## config.mk

```make
export PLATFORM = sky130hd
export DESIGN_NAME = rfs_rx_fifo_rdclk
export DESIGN_NICKNAME = d
export VERILOG_FILES = /design/src/rfs_pkg.sv /design/src/rfs_mem.sv /design/src/rfs_rx_fifo_rdclk.sv
export SDC_FILE = /design/constraint.sdc
export NUM_CORES = 1
export LEC_CHECK = 0
export BUFFER_PORTS_ARGS = -buffer_cell sky130_fd_sc_hd__buf_2
export CAP_MARGIN = 10
export CORE_MARGIN = 1.5
export CORE_UTILIZATION = 55
export CTS_CLUSTER_DIAMETER = 120
export DETAILED_ROUTE_END_ITERATION = 12
export PLACE_DENSITY = 0.87
export SYNTH_ARGS = -nofsm -noshare
export SYNTH_HDL_FRONTEND = slang
export SYNTH_SLANG_ARGS = --single-unit
```

## constraint.sdc

```tcl
create_clock -name clk_sys_i -period 5.5 [get_ports clk_sys_i]
set_input_delay 0.825 -clock clk_sys_i [delete_from_list [all_inputs] [get_ports clk_sys_i]]
set_output_delay 0.825 -clock clk_sys_i [all_outputs]
set_load 0.005 [all_outputs]
```

## src/rfs_pkg.sv

```systemverilog
// Shared types and constants for the receiver FIFO read-clock selection block
package rfs_pkg;
  localparam int unsigned RFS_DATA_W = 16;
  localparam int unsigned RFS_STAT_W = 2;
  localparam int unsigned RFS_DEPTH = 8;
  // Read side starts once the FIFO holds this many entries
  localparam int unsigned RFS_PRIME_LEVEL = 4;
  localparam logic RFS_FLAG_RST = 1'b0;
  localparam logic RFS_HALF_RST = 1'b0;

  // Channel configuration, one-hot
  typedef enum logic [3:0] {
    RFS_MODE_NB_RM = 4'b0001,
    RFS_MODE_NB_NORM = 4'b0010,
    RFS_MODE_BOND_X4 = 4'b0100,
    RFS_MODE_BOND_X8 = 4'b1000
  } rfs_mode_t;

  // One receiver word as it leaves the PCS
  typedef struct packed {
    logic [RFS_STAT_W-1:0] status;
    logic [RFS_DATA_W-1:0] data;
  } rfs_rx_word_t;

  // Word as stored: two halves when the byte deserializer pairs them
  typedef struct packed {
    rfs_rx_word_t hi;
    rfs_rx_word_t lo;
  } rfs_fifo_word_t;

  // Rising-edge events of each candidate clock, one system cycle wide
  typedef struct packed {
    logic tx_par;
    logic rx_rec;
    logic bond_core;
    logic master_core;
    logic user_rd;
  } rfs_clk_ticks_t;

  // Channel configuration
  typedef struct packed {
    rfs_mode_t mode;
    logic byte_deser_en;
    logic user_rd_clk_en;
  } rfs_cfg_t;

  // Sticky error flags of the FIFO
  typedef struct packed {
    logic overflow;
    logic underrun;
  } rfs_err_t;
endpackage

```

## src/rfs_mem.sv

```systemverilog
// Small dual-port storage for the phase compensation FIFO, registered read data
module rfs_mem #(
  parameter int unsigned WIDTH = 36,
  parameter int unsigned DEPTH = 8
) (
  // Clock
  input wire logic clk_sys_i,
  // Write port
  input wire logic wr_en_i,
  input wire logic [$clog2(DEPTH)-1:0] wr_addr_i,
  input wire logic [WIDTH-1:0] wr_data_i,
  // Read port
  input wire logic rd_en_i,
  input wire logic [$clog2(DEPTH)-1:0] rd_addr_i,
  output logic [WIDTH-1:0] rd_data_o
);
  logic [WIDTH-1:0] mem_q [DEPTH];

  // No reset on the array, so it maps onto plain RAM
  always_ff @(posedge clk_sys_i)
  begin
    if (wr_en_i)
    begin
      mem_q[wr_addr_i] <= wr_data_i;
    end
  end

  always_ff @(posedge clk_sys_i)
  begin
    if (rd_en_i)
    begin
      rd_data_o <= mem_q[rd_addr_i];
    end
  end
endmodule // rfs_mem

```

## src/rfs_rx_fifo_rdclk.sv

```systemverilog
// Receiver phase compensation FIFO with write- and read-clock source selection
// Notes on behaviour
// RQ1: Enabled user read input clocks FIFO read.
// RQ2: User read clock has zero offset.
// RQ3: Any frequency mismatch overflows or underruns.
// RQ4: Rate matched non-bonded writes on transmit clock.
// RQ5: Unmatched non-bonded writes on recovered clock.
// RQ6: Four-lane bonded writes on block core clock.
// RQ7: Eight-lane bonded writes on master core clock.
// RQ8: Fabric latches data with common clock.
// RQ9: Only listed drivers may feed read input.
// RQ10: No gated or fabric-made read clocks.
// RQ11: Otherwise read clock follows channel configuration.
// RQ12: One word out per read-clock cycle.
module rfs_rx_fifo_rdclk
  import rfs_pkg::*;
#(
  parameter int unsigned DEPTH = rfs_pkg::RFS_DEPTH,
  parameter int unsigned PRIME_LEVEL = rfs_pkg::RFS_PRIME_LEVEL
) (
  // Clock and reset
  input wire logic clk_sys_i,
  input wire logic arst_n_i,
  // Configuration and clock events
  input rfs_pkg::rfs_cfg_t cfg_i,
  input rfs_pkg::rfs_clk_ticks_t ticks_i,
  // Receiver PCS side
  input rfs_pkg::rfs_rx_word_t rx_word_i,
  // Fabric side
  output rfs_pkg::rfs_fifo_word_t fab_word_o,
  output logic fab_valid_o,
  output logic fab_rd_tick_o,
  // Error flags
  input wire logic err_clr_i,
  output rfs_pkg::rfs_err_t err_o
);
  import rfs_pkg::*;

  localparam int unsigned AW = $clog2(DEPTH);
  localparam int unsigned CW = $clog2(DEPTH + 1);
  localparam int unsigned FW = $bits(rfs_fifo_word_t);

  logic src_tick;
  logic wr_tick;
  logic rd_tick;
  logic half_q;
  logic half_d;
  rfs_rx_word_t lo_q;
  logic primed_q;
  logic [AW-1:0] wr_ptr_q;
  logic [AW-1:0] rd_ptr_q;
  logic [CW-1:0] count_q;
  logic full;
  logic empty;
  logic do_wr;
  logic do_rd;
  logic rd_pend_q;
  rfs_err_t err_q;
  rfs_fifo_word_t wr_word;
  rfs_fifo_word_t mem_rd;

  // Write-clock source per channel configuration
  always_comb
  begin
    unique case (cfg_i.mode)
      // RQ4: transmit parallel clock
      RFS_MODE_NB_RM: src_tick = ticks_i.tx_par;
      // RQ5: recovered receive clock
      RFS_MODE_NB_NORM: src_tick = ticks_i.rx_rec;
      // RQ6: block core clock
      RFS_MODE_BOND_X4: src_tick = ticks_i.bond_core;
      // RQ7: master core clock
      RFS_MODE_BOND_X8: src_tick = ticks_i.master_core;
      default: src_tick = 1'b0;
    endcase
  end

  // Byte deserializer halves the write rate: every second source edge
  assign half_d = cfg_i.byte_deser_en ? (src_tick ? ~half_q : half_q) : RFS_HALF_RST;
  // All four modes: divide by two when paired
  assign wr_tick = src_tick && (!cfg_i.byte_deser_en || half_q);

  always_ff @(posedge clk_sys_i or negedge arst_n_i)
  begin
    if (!arst_n_i)
    begin
      half_q <= RFS_HALF_RST;
      lo_q <= '0;
    end
    else
    begin
      half_q <= half_d;
      if (src_tick && cfg_i.byte_deser_en && !half_q)
      begin
        lo_q <= rx_word_i;
      end
    end
  end

  always_comb
  begin
    wr_word = '0;
    if (cfg_i.byte_deser_en)
    begin
      wr_word.lo = lo_q;
      wr_word.hi = rx_word_i;
    end
    else
    begin
      wr_word.lo = rx_word_i;
    end
  end

  // RQ1: user read input replaces auto choice
  // RQ11: auto read clock equals write clock
  // A user clock that slips shows up only in the sticky error flags
  assign rd_tick = cfg_i.user_rd_clk_en ? ticks_i.user_rd : wr_tick;
  assign fab_rd_tick_o = rd_tick;

  // Level counter holds DEPTH+1 values, so full and empty never alias
  assign full = (count_q == CW'(DEPTH));
  assign empty = (count_q == '0);
  assign do_wr = wr_tick && !full;
  assign do_rd = rd_tick && primed_q && !empty;

  // Pointers and fill level
  always_ff @(posedge clk_sys_i or negedge arst_n_i)
  begin
    if (!arst_n_i)
    begin
      wr_ptr_q <= '0;
      rd_ptr_q <= '0;
      count_q <= '0;
    end
    else
    begin
      if (do_wr)
      begin
        wr_ptr_q <= (wr_ptr_q == AW'(DEPTH - 1)) ? '0 : wr_ptr_q + 1'b1;
      end
      if (do_rd)
      begin
        rd_ptr_q <= (rd_ptr_q == AW'(DEPTH - 1)) ? '0 : rd_ptr_q + 1'b1;
      end
      count_q <= count_q + CW'(do_wr) - CW'(do_rd);
    end
  end

  // Reading waits for a half-full FIFO, giving phase margin both ways
  always_ff @(posedge clk_sys_i or negedge arst_n_i)
  begin
    if (!arst_n_i)
    begin
      primed_q <= RFS_FLAG_RST;
    end
    else if (count_q >= CW'(PRIME_LEVEL))
    begin
      primed_q <= 1'b1;
    end
  end

  // RQ3: sticky overflow and underrun
  always_ff @(posedge clk_sys_i or negedge arst_n_i)
  begin
    if (!arst_n_i)
    begin
      err_q <= '{overflow: RFS_FLAG_RST, underrun: RFS_FLAG_RST};
    end
    else
    begin
      // Set wins over a clear in the same cycle
      err_q.overflow <= (wr_tick && full) || (err_q.overflow && !err_clr_i);
      err_q.underrun <= (rd_tick && primed_q && empty) || (err_q.underrun && !err_clr_i);
    end
  end
  assign err_o = err_q;

  rfs_mem #(
    .WIDTH(FW),
    .DEPTH(DEPTH)
  ) u_mem (
    .clk_sys_i(clk_sys_i),
    .wr_en_i(do_wr),
    .wr_addr_i(wr_ptr_q),
    .wr_data_i(wr_word),
    .rd_en_i(do_rd),
    .rd_addr_i(rd_ptr_q),
    .rd_data_o(mem_rd)
  );

  // RQ12: one word per read edge
  always_ff @(posedge clk_sys_i or negedge arst_n_i)
  begin
    if (!arst_n_i)
    begin
      rd_pend_q <= 1'b0;
    end
    else
    begin
      rd_pend_q <= do_rd;
    end
  end

  // Output word held until the next read; valid marks new data
  always_ff @(posedge clk_sys_i or negedge arst_n_i)
  begin
    if (!arst_n_i)
    begin
      fab_word_o <= '0;
      fab_valid_o <= 1'b0;
    end
    else
    begin
      fab_valid_o <= rd_pend_q;
      if (rd_pend_q)
      begin
        fab_word_o <= mem_rd;
      end
    end
  end
endmodule // rfs_rx_fifo_rdclk

```

### Word-level counts from Yosys, hierarchy flattened

Memory sizes are Yosys's and may differ from the RTL's. A register that Yosys moved wholly into a read port is not among the register bits.
Index checks and enable logic that the tools add are counted.

* add/sub/neg operators: 4
* $mul: 0
* div/mod/pow operators: 0
* $lt $le $gt $ge: 1
* eq/ne operators: 8
* shifts and indexed selects: 0
* mux-type cells: 10
* bitwise logic cells: 1
* reductions and logical operators: 19

Operator list (number)
* $mux W18: 2
* $logic_and A1 B1 Y1: 10
* $eq A4 B4 Y1 const B: 2
* $add A3 B1 Y3 const B: 2
* $eq A3 B3 Y1 const B: 2
* $mux W3: 2
* $logic_not A1 Y1: 5
* $mux W1: 5
* $add A4 B1 Y4: 1
* $eq A4 B1 Y1 const B: 1
* $eq A4 B2 Y1 const B: 1
* $eq A4 B3 Y1 const B: 1
* $ge A4 B3 Y1 const B: 1
* $logic_not A4 Y1: 1
* $pmux W1 S4: 1
* $sub A4 B1 Y4: 1
* $logic_or A1 B1 Y1: 3
* $ne A2 B1 Y1 const B: 1
* $not A1 Y1: 1

* bits in registers: 70
* latch bits: 0
* RAM bits: 288
* memory bits (read-only): 0
* input bits: 32
* word-level logic and storage cells: 59
* memories: 1

Memories
* u_mem.mem_q: words 8, bits a word 36, rd ports 1, clocked after memory_dff 1, wr ports 1, line rfs_mem.sv:17 `logic [WIDTH-1:0] mem_q [DEPTH];`

### Logic depth before layout (Yosys ltp)

Gate-level depths: netlist (run 1).

* word-level depth: 7
* gate-level depth with buffers: 11
* mapped depth without buffers: 11

### Modules after synthesis

A second synthesis (run 1) with hierarchy kept.

* cell total of the unflattened synthesis: 695
* area, all modules: 15442.3 µm²

By module, submodules not included
* rfs_mem: instances 1, cells an instance 465, area an instance 12223.0 µm², sequential area each 9729.3 µm²
* rfs_rx_fifo_rdclk: instances 1, cells an instance 230, area an instance 3219.3 µm², sequential area each 1751.7 µm²

### Worst setup path after synthesis (run 1)

No wires, ideal clock.

* kind: input-to-reg
* from: input port cfg_i[3] (netlist bit)
* to: memory u_mem.mem_q[4][0] (enable)
* setup time: 532 ps
* data arrival time: 5533 ps
* data required time: 4968 ps
* slack: -565 ps
* stages: 6
* buffers on the path: 1
* path through: nor3_1 > mux2i_1 > o211ai_1 > nand2b_1 > buf_2 > nor4b_1

* word-level cells in the longest chain between the ends: 6
* elaborated cells on any way between the ends: 9
* classes of those cells: 4 x eq/ne; 3 x mux; 2 x reduce/logical

Ends and longest elaborated chain
* from (decl): line rfs_rx_fifo_rdclk.sv:25 `input rfs_pkg::rfs_cfg_t cfg_i,`
* $eq A4 B4 Y1, or another cell as far along: line rfs_rx_fifo_rdclk.sv:65 `unique case (cfg_i.mode)`
* $pmux W1 S4 *: line rfs_rx_fifo_rdclk.sv:65
* $logic_and A1 B1 Y1 *: line rfs_rx_fifo_rdclk.sv:81 `assign wr_tick = src_tick && (!cfg_i.byte_deser_en || half_q);`
* $logic_and A1 B1 Y1 *: line rfs_rx_fifo_rdclk.sv:123 `assign do_wr = wr_tick && !full;`
* $mux W1 *: line rfs_mem.sv:22 `if (wr_en_i)`
* $mux W1 (not written as such) *: line rfs_mem.sv:24 `mem_q[wr_addr_i] <= wr_data_i;`
* to (decl): line rfs_mem.sv:17

Mark *: on every way between the ends. The rest lies on a longest branch, timed or not.

### Worst setup path in the final report (run 1)

* from: input port cfg_i[1] (netlist bit)
* to: memory u_mem.mem_q[6][19] (enable)

* word-level cells in the longest chain between the ends: 6

Ends and longest elaborated chain (line)
* $logic_not A1 Y1: rfs_rx_fifo_rdclk.sv:81
* $logic_or A1 B1 Y1: rfs_rx_fifo_rdclk.sv:81
* $logic_and A1 B1 Y1: rfs_rx_fifo_rdclk.sv:81
* $logic_and A1 B1 Y1: rfs_rx_fifo_rdclk.sv:123
* $mux W1: rfs_mem.sv:22
* $mux W1 (not written as such): rfs_mem.sv:24

No other way between the ends.

==> impl_metrics.toml, run 1 <==
[clocking]
cts_setup_buffers = 0
clk_latency_ns = 0.52
clk_pin_slew_ns = 0.06
cts-resized-gates = 0
cts_buffers = 39
clock_path_buffers = 3
cts_hold_buffers = 0
cts_tree = "done"
clkSinkCount = 394
ctsHtreeMaxLevel = 2
clockRootBuffer = "clkbuf_16"

[route]
wl_per_cell_um = 25.0
totalWireLength_mm = 29.0
ant_nets = 0
drtIter0Drc = 625
dr_total_vias = 7034
drc_errors = 0
viasPerCell = 6.08
dr.pass1.iters = 5

[grt]
grt_pass1_vias = 7621
track_usage_pct = 21.1
grtUsageMet2_pct = 35.3
grt_overflow = 0
use_met1_pct = 27.8
busiest_layer = "met2"
antenna_found_initial = 0
grt_max_degree = 57
grt_pass1_wl_mm = 44.1
met3_usage_pct = 3.76

[timing]
tightest_slew_ns = 1.25
slew_headroom_pct = 16.5
finalMaxSlewViolations = 0
setup_tns_ns = 0
min_period_ns = 3.31
hold_slack_ns = 0.249
setup_viol = 0
hold_viol = 0
rsz0062_at_grt = "no"
fin_skew_ns = 0.0166
finalCritPeriodShare_pct = 60.2
clock.fmax_mhz = 302

[die]
ios = 72
fp.dieArea_mm2 = 0.0285
core.rowCount = 60
core_area_mm2 = 0.0270
start_util_pct = 56.1
die-width_um = 169
fp.dieH_um = 169

[synth]
ys_ff_latch = 394
seq_area_frac_synth_pct = 76.0
synth_compound_area_share_pct = 0.397
syn-cell-area_mm2 = 0.0151
muxShareOfSynthArea_pct = 19.5
synth_top_cells_by_count = "edfxtp_1, mux2_2, mux4_2"
synth_adder_area_share_pct = 0.960
synth_xor_area_share_pct = 0.174
yosysUniqueCellTypes = 34
yosys-top-cells-area = "edfxtp_1, dfrtp_1, mux4_2, mux2_2, mux2_4"
synth_simple_gate_area_share_pct = 1.86
synth_ff_type = "edfxtp_1"
yosysMostFrequentCell = "edfxtp_1"
synth.avg_cell_area_um2 = 21.9
async_flop_share_pct = 17.8
synthCells = 691
yosysWarnings = 0
synth_top_family_by_area = "multiplexers"
synth_edf_count = 324
synth_top_area_share_pct = 64.4
syn-num-nets = 734
yosysTopAreaCell = "edfxtp_1"

[pwr]
p_leak_nw = 5.97
intPower_mw = 6.27
max-vdd-ir-drop_mv = 0.289
clockPowerShare_pct = 30.5
power_density_mw_per_mm2 = 493
power_frac_comb_pct = 20.8
seqPwrFrac_pct = 48.7
swShare_pct = 25.9
p_total_mw = 8.46
p_sw_mw = 2.19

[place]
place_congestion = 0.703
dp_hpwl_mm = 15.8
dp.cells = 1086
dpl-instance-area_mm2 = 0.0159
portBuffers = 71

[critical_path]
setup.worst_path.class = "primary input to register"
cp-start-kind = "primary input"
end_kind = "register"
required_ns = 5.69
crit_fanout = 38
arrival_ns = 3.50

[cells_and_area]
diodes = 0
fin_area_mm2 = 0.0172
drive_above_1_share_pct = 41.7
instances_no_fill = 1157
layout.nets = 829
syn2layout_area_growth_pct = 13.6

[job]
drv_cap = 0

[worst_hold_path]
hold_path_class = "primary input to asynchronous set/reset pin"

[outcome]
status = "complete, no violations"
-- layout make-up --
class	instances	area, µm²
flip-flops and latches	394	11500
fillers	1704	9780
multi-input cells	259	3520
clock buffers	54	1100
repair buffers	85	463
well taps	341	427
clock inverters	17	141
inverters	7	26.3
-- metrics by stage --
| stage | util [%] | setup WS [ns] |
|---|---|---|
| final | 63.7 | 2.19 |
| after global routing | 63.7 | 2.05 |
| after CTS | 63.7 | 2.27 |
| after detailed placement | 59.1 | 1.74 |
| after global placement | 59.1 | 1.78 |
| after floorplan | - | -0.565 |
-- kinds of logic (layout without fill, tap and decap cells) --
| logic type | after synthesis | count (layout) |
|---|---|---|
| AOI/OAI and AO/OA | 9 | 9 |
| DFF | 394 | 394 |
| adders and majority gates | 11 | 11 |
| muxes | 187 | 187 |
| xor gates and xnor gates | 3 | 3 |
| buffers and inverters | 38 | 163 |
| and+or+nand+nor | 49 | 49 |
-- routing by layer --
| metal | wire (µm) | part of all wire [%] |
|---|---|---|
| met2 | 14500 | 50 |
| met1 | 11600 | 40 |
| met3 | 1850 | 6.4 |
| met4 | 1030 | 3.6 |
| met5 | 0 | 0 |
-- sequential cells by signal, indices dropped and copies added, names as in the netlist, 2 cells and up --
signal and cells:
err_o 2, wr_ptr_q 3, count_q 4, rd_ptr_q 3
u_mem.mem_q 288, u_mem.rd_data_o 36, fab_word_o 36, lo_q 18
-- worst paths after layout --
| path | startpoint | endpoint | slack [ns] | cells after the start |
|---|---|---|---|---|
| max reg2reg | half_q$_DFFE_PN0P_ | u_mem.mem_q[6][19]$_DFFE_PP_ | 2.64 | 5 |
| min | arst_n_i | fab_word_o[31]$_DFFE_PN0P_ | 0.25 | 1 |
| min reg2reg | u_mem.rd_data_o[16]$_DFFE_PP_ | fab_word_o[16]$_DFFE_PN0P_ | 0.47 | 1 |
| min in group clk_sys_i | u_mem.rd_data_o[16]$_DFFE_PP_ | fab_word_o[16]$_DFFE_PN0P_ | 0.47 | 1 |
| max | cfg_i[1] | u_mem.mem_q[6][19]$_DFFE_PP_ | 2.19 | 6 |
| max in group asynchronous | arst_n_i | rd_ptr_q[0]$_DFFE_PN0P_ | 4.21 | 2 |
-- power by group through the flow --
stage                     sequential (mW)  clock [mW]  combinational [mW]
after global placement               4.16           0                1.69
after detailed placement             4.19           0                1.75
final                                4.12        2.58                1.76
after CTS                            4.14        2.63                1.79
after global routing                 4.18        2.74                1.89
after floorplan                      3.93           0                1.42
-- worst max-delay path, cell delays in order --
cell and delay (ns):
buf_2 0.39, nand2b_1 0.26, o211ai_1 0.14, nand2b_1 0.46
nor3_2 1.01, buf_4 0.40
-- cells in the final DEF, fill, tap and decap left out, types with 5 or more instances in the layout --
cell / instances
and2_1: 19
edfxtp_1: 324
clkbuf_16: 41
buf_4: 15
mux2_4: 10
dfrtp_1: 67
mux4_2: 72
nand2_1: 5
mux2_2: 104
inv_1: 7
clkinv_2: 8
buf_2: 70
ha_1: 10
nor2_1: 5
clkbuf_1: 10
(Power assumes the default switching activity.)
==> inputs of run 2 (changes only) <==
--- a/config.mk
+++ b/config.mk
@@ -11,7 +11,7 @@
 export CORE_UTILIZATION = 55
 export CTS_CLUSTER_DIAMETER = 120
 export DETAILED_ROUTE_END_ITERATION = 12
-export PLACE_DENSITY = 0.87
+export PLACE_DENSITY = 0.85
 export SYNTH_ARGS = -nofsm -noshare
 export SYNTH_HDL_FRONTEND = slang
 export SYNTH_SLANG_ARGS = --single-unit
==> constraint.sdc (replaced) <==
create_clock -name clk_sys_i -period 3.25 [get_ports clk_sys_i]
set_input_delay 0.4875 -clock clk_sys_i [delete_from_list [all_inputs] [get_ports clk_sys_i]]
set_output_delay 0.4875 -clock clk_sys_i [all_outputs]
set_load 0.005 [all_outputs]
==> run 2 against run 1 <==
Compared with the run above: die area unchanged; clock-buffer cell count up 1; register-to-register slack worse by 1.6 ns; highest routed layer is now met5; non-clock buffer count up 9; sequential cell count unchanged; critical path type unchanged; critical path depth up 2; combinational power up 95%; hold slack worse by 0.12 ns; via count up 1.5%; routed wire length up 3.5%; setup slack worse by 1.2 ns.
==> impl_metrics.toml, run 2 (synthesis gave the netlist of run 1 again) <==
[outcome]
status = "complete, no violations"

[die]
fp.dieArea_mm2 = 0.0285
fp.dieH_um = 169
core.rowCount = 60
core_area_mm2 = 0.0270
die-width_um = 169
ios = 72
start_util_pct = 56.1

[cells_and_area]
syn2layout_area_growth_pct = 15.4
utilization_pct = 64.7
diodes = 0
layout_commonest_cell = "edfxtp_1"
top_register = "u_mem.mem_q"
fillerInstances = 1696
layout.nets = 838
reg_top3 = "u_mem.mem_q x288, fab_word_o x36, u_mem.rd_data_o x36"
drive_above_1_share_pct = 42.5
instances_no_fill = 1166
largest_reg_flops = 288
mostFrequentLayoutCells = "edfxtp_1, mux2_2, mux4_2"
fin_area_mm2 = 0.0174

[timing]
finalCritPeriodShare_pct = 69.3
hold_viol = 0
fin_skew_ns = 0.00966
finalWorstSetupSlack_ns = 0.999
tightest_slew_ns = 1.01
rsz0062_at_grt = "no"
finalMaxSlewViolations = 0
setup_tns_ns = 0
clock.fmax_mhz = 444
slew_headroom_pct = 32.9
setup_viol = 0
min_period_ns = 2.25

[place]
dp.cells = 1095
place_congestion = 0.764
dpl-instance-area_mm2 = 0.0161
portBuffers = 71
dpl_worst_slack_ns = 0.483
dp_hpwl_mm = 16.8

[route]
wl_per_cell_um = 25.7
dr.pass1.iters = 7
drc_errors = 0
viasPerCell = 6.12
totalWireLength_mm = 30.0
dr_total_vias = 7140
drtIter0Drc = 621
ant_nets = 0

[clocking]
cts_hold_buffers = 0
ctsHtreeMaxLevel = 2
cts_setup_buffers = 0
cts-resized-gates = 0
cts_tree = "done"
clockRootBuffer = "clkbuf_16"
clkSinkCount = 394
clk_pin_slew_ns = 0.06
clk_latency_ns = 0.52
clock_path_buffers = 3
cts_buffers = 39

[grt]
grt_overflow = 0
track_usage_pct = 22.1
antenna_found_initial = 1
grt_pass1_vias = 7615
grt_pass1_wl_mm = 45.9
grt_max_degree = 75

[critical_path]
crit_start = "cfg_i[3]"
setup.worst_path.class = "primary input to register"
r2r_start = "rd_ptr_q[0]$_DFFE_PN0P_"
arrival_ns = 2.42
required_ns = 3.42
end_kind = "register"
crit_fanout = 26
cp-start-kind = "primary input"

[pwr]
p_leak_nw = 6.11
max-vdd-ir-drop_mv = 0.590
power_density_mw_per_mm2 = 843

[worst_hold_path]
hold_path_class = "primary input to asynchronous set/reset pin"

[job]
drv_cap = 0
run 2: cell types whose count changed in the layout (fill, tap and decap cells not counted), sizes merged:
cell / previous run / this run
clkinvlp: 2 / 1
bufinv: 2 / 4
inv: 8 / 7
clkbuf: 54 / 55
clkinv: 12 / 11
buf: 85 / 94
run 2: worst paths after layout:
kind | endpoint | slack, ns | cells after the start
max in group asynchronous | rd_ptr_q[0]$_DFFE_PN0P_ | 2.44 | 1
hold reg to reg | fab_word_o[16]$_DFFE_PN0P_ | 0.48 | 1
setup / recovery | u_mem.mem_q[6][6]$_DFFE_PP_ | 1.0 | 8
hold / removal | rd_ptr_q[0]$_DFFE_PN0P_ | 0.13 | 1
min in group clk_sys_i | err_o[1]$_DFF_PN0_ | 0.18 | 2
setup reg to reg | u_mem.rd_data_o[17]$_DFFE_PP_ | 1.05 | 3
run 2: stage by stage:
| stage | total power [mW] | hold WS (ns) |
|---|---|---|
| 2_1_floorplan | 9.08 | 0.192 |
| 3_3_place_gp | 10.1 | 0.457 |
| 3_5_place_dp | 10.3 | 0.463 |
| 4_1_cts | 14.8 | 0.158 |
| 5_1_grt | 15.3 | 0.183 |
| 6_report | 14.7 | 0.127 |
run 2: worst max-delay path, stage by stage:
cell	delay, ns
buf_2	0.11
nor3_1	0.22
mux2i_1	0.29
o211ai_1	0.18
nand2b_1	0.22
buf_4	0.24
nor3_4	0.22
buf_4	0.44
run 2: report_power, final:
| part | internal [mW] | switching [mW] | leakage [nW] | total, mW |
|---|---|---|---|---|
| Clock | 2.72 | 1.81 | 0.641 | 4.54 |
| Combinational | 1.83 | 1.60 | 1.68 | 3.43 |
| Sequential | 6.31 | 0.418 | 3.78 | 6.73 |
| Total | 10.9 | 3.83 | 6.11 | 14.7 |
run 2: layout make-up:
type	count	area [µm²]	share of cell area, %
repair buffers	94	618	3.54
flip-flops and latches	394	11500	65.9
inverters	7	26.3	0.151
clock inverters	16	184	1.05
well taps	341	427	2.45
multi-input cells	259	3580	20.5
clock buffers	55	1120	6.41
run 2: layer usage:
layer  wire length (µm)  part of all wire, %  global-route usage [%]
met3               1940                  6.5                    3.58
met4                779                  2.6                    7.65
met1              11900                   40                    29.3
met2              15400                   51                    37.7
met5                 13                0.043                       0
